**config.mk**
```make
export PLATFORM = sky130hd
export DESIGN_NAME = tap_port
export DESIGN_NICKNAME = d
export VERILOG_FILES = /design/src/tap_fsm.v /design/src/tap_port.v
export VERILOG_INCLUDE_DIRS = /design/src
export SDC_FILE = /design/constraint.sdc
export NUM_CORES = 1
export LEC_CHECK = 0
export BUFFER_PORTS_ARGS = -buffer_cell sky130_fd_sc_hd__clkbuf_2
export CORE_ASPECT_RATIO = 0.8
export CORE_MARGIN = 2
export CORE_UTILIZATION = 61
export CTS_CLUSTER_DIAMETER = 150
export DETAILED_ROUTE_END_ITERATION = 8
export GPL_TIMING_DRIVEN = 0
export PLACE_DENSITY = 0.95
export SETUP_SLACK_MARGIN = 0.4
export SLEW_MARGIN = 20
export SYNTH_ARGS = -nofsm -noshare
export SYNTH_HDL_FRONTEND = slang
export SYNTH_SLANG_ARGS = --single-unit
```
**constraint.sdc**
```tcl
create_clock -name clk_sys -period 5.13 [get_ports clk_sys]
set_input_delay 1.026 -clock clk_sys [delete_from_list [all_inputs] [get_ports clk_sys]]
set_output_delay 1.026 -clock clk_sys [all_outputs]
set_load 0.05 [all_outputs]
```
**src/tap_map.vh**
```
// constants for the reduced test access port: instruction codes,
// identification value, controller state codes
// assumes inclusion by the controller, the port logic and the bench
`ifndef TAP_MAP_VH
`define TAP_MAP_VH
`define IR_WIDTH 4
`define INSN_BYPASS 4'hf
`define INSN_IDENT 4'h1
// reset value of the instruction register selects identification
`define INSN_RESET 4'h1
// capture pattern of the instruction register, two low bits 01
`define IR_CAPTURE 4'h1
// identification word, value arbitrary, bit 0 set as the standard wants
`define ID_VALUE 32'h0a5c_3001
`define ID_WIDTH 32
// controller states
`define ST_RESET 4'h0
`define ST_IDLE 4'h1
`define ST_SEL_DR 4'h2
`define ST_CAP_DR 4'h3
`define ST_SH_DR 4'h4
`define ST_EX1_DR 4'h5
`define ST_PAUSE_DR 4'h6
`define ST_EX2_DR 4'h7
`define ST_UPD_DR 4'h8
`define ST_SEL_IR 4'h9
`define ST_CAP_IR 4'ha
`define ST_SH_IR 4'hb
`define ST_EX1_IR 4'hc
`define ST_PAUSE_IR 4'hd
`define ST_EX2_IR 4'he
`define ST_UPD_IR 4'hf
`endif

```
**src/tap_fsm.v**
```verilog
// sixteen-state test port controller, advanced by one step per
// rising test clock edge as found by the caller
// assumes mode select is already synchronised and sampled on that edge
`timescale 1ns/1ps
`default_nettype none
`include "tap_map.vh"
module tap_fsm (
   input wire clk_sys,
   input wire rst,
   input wire ce,
   input wire step,
   input wire mode_sel,
   output reg [3:0] state_q
);
   reg [3:0] state_d;

   // next state from the standard transition table
   always @* begin
      state_d = state_q;
      case (state_q)
         `ST_RESET: state_d = mode_sel ? `ST_RESET : `ST_IDLE;
         `ST_IDLE: state_d = mode_sel ? `ST_SEL_DR : `ST_IDLE;
         `ST_SEL_DR: state_d = mode_sel ? `ST_SEL_IR : `ST_CAP_DR;
         `ST_CAP_DR: state_d = mode_sel ? `ST_EX1_DR : `ST_SH_DR;
         `ST_SH_DR: state_d = mode_sel ? `ST_EX1_DR : `ST_SH_DR;
         `ST_EX1_DR: state_d = mode_sel ? `ST_UPD_DR : `ST_PAUSE_DR;
         `ST_PAUSE_DR: state_d = mode_sel ? `ST_EX2_DR : `ST_PAUSE_DR;
         `ST_EX2_DR: state_d = mode_sel ? `ST_UPD_DR : `ST_SH_DR;
         `ST_UPD_DR: state_d = mode_sel ? `ST_SEL_DR : `ST_IDLE;
         `ST_SEL_IR: state_d = mode_sel ? `ST_RESET : `ST_CAP_IR;
         `ST_CAP_IR: state_d = mode_sel ? `ST_EX1_IR : `ST_SH_IR;
         `ST_SH_IR: state_d = mode_sel ? `ST_EX1_IR : `ST_SH_IR;
         `ST_EX1_IR: state_d = mode_sel ? `ST_UPD_IR : `ST_PAUSE_IR;
         `ST_PAUSE_IR: state_d = mode_sel ? `ST_EX2_IR : `ST_PAUSE_IR;
         `ST_EX2_IR: state_d = mode_sel ? `ST_UPD_IR : `ST_SH_IR;
         `ST_UPD_IR: state_d = mode_sel ? `ST_SEL_DR : `ST_IDLE;
         default: state_d = `ST_RESET;
      endcase
   end

   // power-up reset replaces a test reset pin
   always @(posedge clk_sys) begin
      if (rst) begin
         state_q <= `ST_RESET;
      end else if (ce && step) begin
         state_q <= state_d;
      end
   end
endmodule
`default_nettype wire

```
**src/tap_port.v**
```verilog
// reduced boundary-scan test access port: bypass and identification
// assumes the three incoming port pins arrive asynchronously from a host whose
// test clock is much slower than clk_sys; rst is the power-up reset
//
// Function
// four pins only: clock, mode select, data in, data out; no reset pin
// power-up reset puts the controller in its test reset state
// host holds mode select high during normal user operation
// data in is sampled on each rising test clock edge
// data out changes on each falling test clock edge while shifting
// data out is high impedance when nothing is being shifted
// code 1111 places the one-bit bypass stage between in and out
// all-ones instruction scan decodes as bypass
// code 0001 places the identification register between in and out
// works as one member of a multi-device scan chain
// port pins dedicated by default; a setting frees them as user I/O
// while the port is enabled its pins are not user I/O
// cells behind the port pins stay usable as buried logic
// four-bit instruction register under the sixteen-state controller
// unimplemented codes act as bypass
`timescale 1ns/1ps
`default_nettype none
`include "tap_map.vh"
module tap_port (
   input wire clk_sys,
   input wire rst,
   input wire ce,
   input wire port_enable,
   input wire tck_pin,
   input wire tms_pin,
   input wire tdi_pin,
   output reg tdo_out,
   output reg tdo_oe,
   input wire [3:0] user_out,
   input wire [3:0] user_oe,
   output reg [3:0] user_in,
   output reg [3:0] pin_out,
   output reg [3:0] pin_oe,
   output reg [3:0] buried_q,
   input wire [3:0] buried_d,
   output reg [3:0] ir_q,
   output reg test_reset_q
);
   // timing budget, in clk_sys cycles, for one test clock edge:
   // two cycles through the synchroniser, one for the edge finder,
   // then the controller and shift registers act on the next edge.
   // a falling edge reaches the data out pin about four cycles after
   // the pin fell, so the host must keep each test clock phase at
   // three system cycles or more; a faster test clock is not seen.
   // mode select and data in travel through the same two flops as the
   // clock, so they stay aligned with the edge that samples them.
   // the host must keep them steady for the same span after a rise.

   // pin order on the 4-bit user buses: 0 clock, 1 mode, 2 data in, 3 out
   // bit 3 of the synchroniser is spare; data out is never an input
   reg [3:0] sync1_q;
   reg [3:0] sync2_q;
   // sampled test clock from the previous system cycle
   reg tck_prev_q;
   // instruction shift stage and the current instruction
   reg [3:0] ir_shift_q;
   // identification word; bit 0 doubles as the bypass stage
   reg [`ID_WIDTH-1:0] dr_shift_q;
   // bit and enable launched on the last falling test clock edge
   reg shift_bit_q;
   reg shifting_q;
   // synchronised pins and edge strobes
   wire [3:0] state;
   wire tck_s;
   wire tms_s;
   wire tdi_s;
   wire rise;
   wire fall;
   wire sel_id;
   wire [3:0] state_nx;
   reg serial_out;

   // two flops on every incoming pin; first stage feeds only the second
   always @(posedge clk_sys) begin
      if (rst) begin
         sync1_q <= 4'h0;
         sync2_q <= 4'h0;
      end else if (ce) begin
         sync1_q <= {1'b0, tdi_pin, tms_pin, tck_pin};
         sync2_q <= sync1_q;
      end
   end

   // freed pins behave as plain I/O, dedicated ones hide from the user
   assign tck_s = sync2_q[0] & port_enable;
   assign tms_s = sync2_q[1] | ~port_enable;
   assign tdi_s = sync2_q[2];

   // edge finder on the sampled test clock
   always @(posedge clk_sys) begin
      if (rst) begin
         tck_prev_q <= 1'b0;
      end else if (ce) begin
         tck_prev_q <= tck_s;
      end
   end
   assign rise = tck_s & ~tck_prev_q;
   assign fall = ~tck_s & tck_prev_q;

   tap_fsm u_fsm (
      .clk_sys(clk_sys),
      .rst(rst),
      .ce(ce),
      .step(rise),
      .mode_sel(tms_s),
      .state_q(state)
   );

   // identification path only for its own code; others fall to bypass
   assign sel_id = (ir_q == `INSN_IDENT);

   // rising edge: capture, shift in, update (state is the pre-edge one)
   always @(posedge clk_sys) begin
      if (rst) begin
         ir_shift_q <= `IR_CAPTURE;
         dr_shift_q <= {`ID_WIDTH{1'b0}};
         ir_q <= `INSN_RESET;
      end else if (ce && rise) begin
         case (state)
            `ST_RESET: begin
               ir_q <= `INSN_RESET;
            end
            `ST_CAP_IR: begin
               ir_shift_q <= `IR_CAPTURE;
            end
            `ST_SH_IR: begin
               // all-ones input leaves 1111 here, which is bypass
               ir_shift_q <= {tdi_s, ir_shift_q[3:1]};
            end
            `ST_UPD_IR: begin
               ir_q <= ir_shift_q;
            end
            `ST_CAP_DR: begin
               if (sel_id) begin
                  dr_shift_q <= `ID_VALUE;
               end else begin
                  dr_shift_q <= {`ID_WIDTH{1'b0}};
               end
            end
            `ST_SH_DR: begin
               if (sel_id) begin
                  dr_shift_q <= {tdi_s, dr_shift_q[`ID_WIDTH-1:1]};
               end else begin
                  // single stage: one clock of delay through the device
                  dr_shift_q[0] <= tdi_s;
               end
            end
            `ST_IDLE: begin
               // nothing moves between scans
               ir_shift_q <= ir_shift_q;
            end
            `ST_SEL_DR: begin
               // passing state, no register touched
               ir_shift_q <= ir_shift_q;
            end
            `ST_SEL_IR: begin
               // passing state, no register touched
               ir_shift_q <= ir_shift_q;
            end
            `ST_EX1_IR: begin
               // shifted value waits for update or a pause
               ir_shift_q <= ir_shift_q;
            end
            `ST_PAUSE_IR: begin
               // host may stall here as long as it likes
               ir_shift_q <= ir_shift_q;
            end
            `ST_EX2_IR: begin
               // leaves for update or resumes shifting
               ir_shift_q <= ir_shift_q;
            end
            `ST_EX1_DR: begin
               // data path holds its last shifted value
               dr_shift_q <= dr_shift_q;
            end
            `ST_PAUSE_DR: begin
               // data path stalls with the host
               dr_shift_q <= dr_shift_q;
            end
            `ST_EX2_DR: begin
               // leaves for update or resumes shifting
               dr_shift_q <= dr_shift_q;
            end
            `ST_UPD_DR: begin
               // neither bypass nor identification has a parallel stage
               dr_shift_q <= dr_shift_q;
            end
            default: begin
               ir_shift_q <= ir_shift_q;
            end
         endcase
      end
   end

   // bit presented at the serial output this instant
   // chosen from the state after the rise, the one the fall belongs to
   always @* begin
      case (state)
         `ST_SH_IR: begin
            // instruction path while its shift state is current
            serial_out = ir_shift_q[0];
         end
         `ST_SH_DR: begin
            // identification word or the bypass stage
            serial_out = dr_shift_q[0];
         end
         default: begin
            // not driven out; the enable drops on this fall
            serial_out = dr_shift_q[0];
         end
      endcase
   end

   assign state_nx = state;

   // falling edge: drive output while a shift state is current
   always @(posedge clk_sys) begin
      if (rst) begin
         shift_bit_q <= 1'b0;
         shifting_q <= 1'b0;
      end else if (ce && fall) begin
         shift_bit_q <= serial_out;
         shifting_q <= (state_nx == `ST_SH_IR) ||
                       (state_nx == `ST_SH_DR);
      end else if (ce && !port_enable) begin
         shifting_q <= 1'b0;
      end
   end

   // pad muxing: dedicated pins vs user I/O, all outputs registered
   // the extra register costs one cycle on data out, well inside the
   // nearly full test clock the host waits before it samples the next bit.
   // port_enable is a configuration level; toggling it mid-scan
   // releases data out at once and leaves the controller where it was
   always @(posedge clk_sys) begin
      if (rst) begin
         tdo_out <= 1'b0;
         tdo_oe <= 1'b0;
         user_in <= 4'h0;
         pin_out <= 4'h0;
         pin_oe <= 4'h0;
         buried_q <= 4'h0;
         test_reset_q <= 1'b1;
      end else if (ce) begin
         // macrocells behind the pins keep working as buried logic
         buried_q <= buried_d;
         test_reset_q <= (state == `ST_RESET);
         if (port_enable) begin
            tdo_out <= shift_bit_q;
            tdo_oe <= shifting_q;
            user_in <= 4'h0;
            pin_out <= 4'h0;
            pin_oe <= 4'h0;
         end else begin
            // freed pins: user data, port output stays released
            tdo_out <= 1'b0;
            tdo_oe <= 1'b0;
            user_in <= {1'b0, sync2_q[2:0]};
            pin_out <= user_out;
            pin_oe <= user_oe;
         end
      end
   end
endmodule
`default_nettype wire

```
==> summary.txt <==
outcome -> finished, violations left
violations in the final reports -> DRC
Critical Setup Path Class -> input port to register
area of the mapped netlist -> 0.00300 mm^2
number of warnings issued by yosys -> 0
violation count after the first detailed-routing iteration -> 273
time the worst path needs with I/O delays and setup -> 2.23 ns
Max-cap violations -> 0
Clock Skew -> 0.0115 ns
Distinct cells, synth -> 46
number of buffers inserted by port buffering -> 39
proportion of layout cells with a drive suffix above 1 -> 17.9%
commonest register cell after synthesis -> sky130_fd_sc_hd__dfxtp_1
Post-Syn Instances -> 348
routed length per instance -> 15.6 um
Buf/Inv on CP -> 3
RSZ-0062 raised after global routing -> no
total setup violations reported at the end of the flow -> 0
I/O pin cnt -> 42
number of inserted diodes -> 0
Clock transition at path regs -> 0.08 ns
most frequent cells in the layout -> sky130_fd_sc_hd__dfxtp_1 (71), sky130_fd_sc_hd__a21oi_1 (45), sky130_fd_sc_hd__clkbuf_2 (39), sky130_fd_sc_hd__nor2_1 (33), sky130_fd_sc_hd__o21ai_0 (26)
number of synthesized register bits -> 71
via count of the first global-routing pass -> 2594
layout-stage area growth over the synthesis result -> 14.9%
library cell contributing the largest single delay on the critical path -> sky130_fd_sc_hd__nor3_1
Die Ht -> 66.7 um
number of hold buffers added after cts -> 0
number of routed nets with antenna violations -> 0
number of cells upsized or downsized after cts -> 0
Critical Path, Cell by Cell -> clkbuf_2, buf_2, nand4b_1, clkbuf_1, nor3_1, nand3_1, a21oi_1
H-Tree Level Count -> 3
power density normalized to cell area -> 306 mW/mm^2
highest cell delay on the worst timing path -> 0.44 ns
clock tree from TritonCTS -> built
kind of cell adding the most delay to the critical path -> simple AND/OR/NAND/NOR gates
global-route total usage across every layer -> 29.0%
actual transition at the worst max-transition pin -> 0.623 ns
sequential area share after synthesis -> 47.4%
kind of launch point of the worst setup path -> input port
core outline area -> 0.00465 mm^2
Worst Path Required -> 5.41 ns
post-route setup TNS -> 0 ns
global placer's final weighted congestion -> 0.913
maximum number of pins on one net before global-route repair -> 12
global-route wire length before repair -> 12000 um
routed via count divided by cell count -> 6.19
initial antenna violation count -> 0
hold violation total from the final report -> 0
total number of clock tree sinks -> 71
placed wire-length estimate -> 4900 um
horizontal die dimension -> 82.4 um
buffers inserted by post-CTS timing repair -> 0
floorplan die area -> 0.00550 mm^2
CTS root buffer -> sky130_fd_sc_hd__clkbuf_8
drt pass-1 iters -> 6
Total Wirelength -> 7220 um
Synth top area share -> 47.4%
maximum buffer depth of the clock tree -> 2
proportion of synthesized flip-flops having asynchronous set or reset -> 0%
Arrival @ worst endpoint -> 2.51 ns
most common cell after layout, fill and taps aside -> sky130_fd_sc_hd__dfxtp_1
largest cells by area after synthesis -> sky130_fd_sc_hd__dfxtp_1 (47%), sky130_fd_sc_hd__a21oi_1 (7.5%), sky130_fd_sc_hd__nand4_1 (4.8%)
relative slew slack -> 58.5%
total number of placement rows -> 22
Period Utilization, post-route -> 43.5%
f_max -> 0.448 GHz
Post-Syn Area per Cell -> 8.62 um^2
number of synthesized flops with an enable pin -> 0
synthesized net count -> 367
clock network latency to the later pin of the worst-skew pair -> 0.36 ns
grt total ovfl -> 0
static leakage power -> 0.00128 uW
DRC Markers -> 1
total CTS buffers -> 9
total power after layout -> 1060 uW
Yosys top cell by area -> sky130_fd_sc_hd__dfxtp_1
Final Max Slew Viols -> 0
sort of element at the end of the critical path -> register
type of the most critical hold path -> register to register
CP Max Fanout -> 10
Peak supply drop -> 262 uV
total vias in the final route -> 2861
net count of the finished layout -> 417
FF-to-FF setup slack -> 3.19 ns
starting utilization of the core area -> 64.5%
[registers in the layout (all words and copies together) (netlist names)]
register,flops
buried_q,4
dr_shift_q,32
ir_q,4
ir_shift_q,4
pin_oe,4
pin_out,4
shift_bit_q,1
shifting_q,1
sync1_q,3
sync2_q,3
tck_prev_q,1
tdo_oe,1
tdo_out,1
test_reset_q,1
u_fsm.state_q,4
user_in,3
[final timing paths]
check / from / end / cells past startpoint
worst max-delay path: ce / ir_shift_q[3] / 7
worst min-delay path: dr_shift_q[21] / dr_shift_q[20] / 2
worst max register to register: u_fsm.state_q[1] / dr_shift_q[26] / 5
worst min register to register: dr_shift_q[21] / dr_shift_q[20] / 2
[worst register-to-register path, cell delays in order (launching register included)]
cell and delay [ns]:
sky130_fd_sc_hd__dfxtp_1 0.30, sky130_fd_sc_hd__clkbuf_1 0.18, sky130_fd_sc_hd__nor4b_2 0.60, sky130_fd_sc_hd__clkbuf_1 0.44, sky130_fd_sc_hd__nand4_1 0.15, sky130_fd_sc_hd__a21oi_1 0.19
[power by group]
| group | switching, uW | total [uW] | internal [uW] |
|---|---|---|---|
| clock | 203 | 421 | 218 |
| combinational | 50.4 | 71.5 | 21.1 |
| sequential | 4.70 | 563 | 558 |
[metrics by stage]
| step | setup slack (ns) | hold WS, ns | instances | util [%] | area, um^2 |
|---|---|---|---|---|---|
| after floorplan | 2.88 | 0.434 | 348 | - | 3000 |
| final | 2.90 | 0.463 | 462 | 74.1 | 3450 |
| after detailed placement | 2.59 | 0.452 | 447 | 70.3 | 3270 |
| after CTS | 2.96 | 0.465 | 462 | 74.1 | 3450 |
| after global routing | 2.72 | 0.488 | 462 | 74.1 | 3450 |
| after global placement | 2.62 | 0.446 | 447 | 70.3 | 3270 |
[synthesized netlist by cell type, drive strengths merged, types with 2 or more instances]
cell / n
o211ai: 3
nor2: 34
or3: 2
a211oi: 9
a22oi: 8
a22o: 4
o21ai: 27
nand3: 8
a21oi: 45
clkbuf: 24
mux2i: 13
a221oi: 3
inv: 4
a2bb2oi: 3
mux2: 2
nand2b: 3
o21a: 2
nand2: 24
or4: 2
nand4: 23
dfxtp: 71
nand4b: 2
nor3: 4
buf: 12
[routing by layer]
metal	up-vias	GRT usage (%)	wire, um
met5	-	0	0
met2	136	46.6	3390
met1	1341	37.4	3150
met3	15	8.13	566
li1	1369	-	-
met4	0	9.79	104
[final cells by class]
cell class              instances  area, um^2
flip-flops and latches         71        1420
plain buffers                  36         149
multi-input cells             236        1410
repair buffers                 39         195
clock buffers                  10         128
clock inverters                 5        50.0
well taps                      60        75.1
fillers                       342        1200
inverters                       5        18.8
[cell families after synthesis]
family,count (synthesis),synth area share (%)
multiplexers,15,5.09
AO/OA/AOI/OAI,112,23.3
other,1,0.125
AND/OR/NAND/NOR,108,18.5
flip-flops,71,47.4
buffers and inverters,41,5.59
No activity file was read; power rests on OpenSTA's default activity.
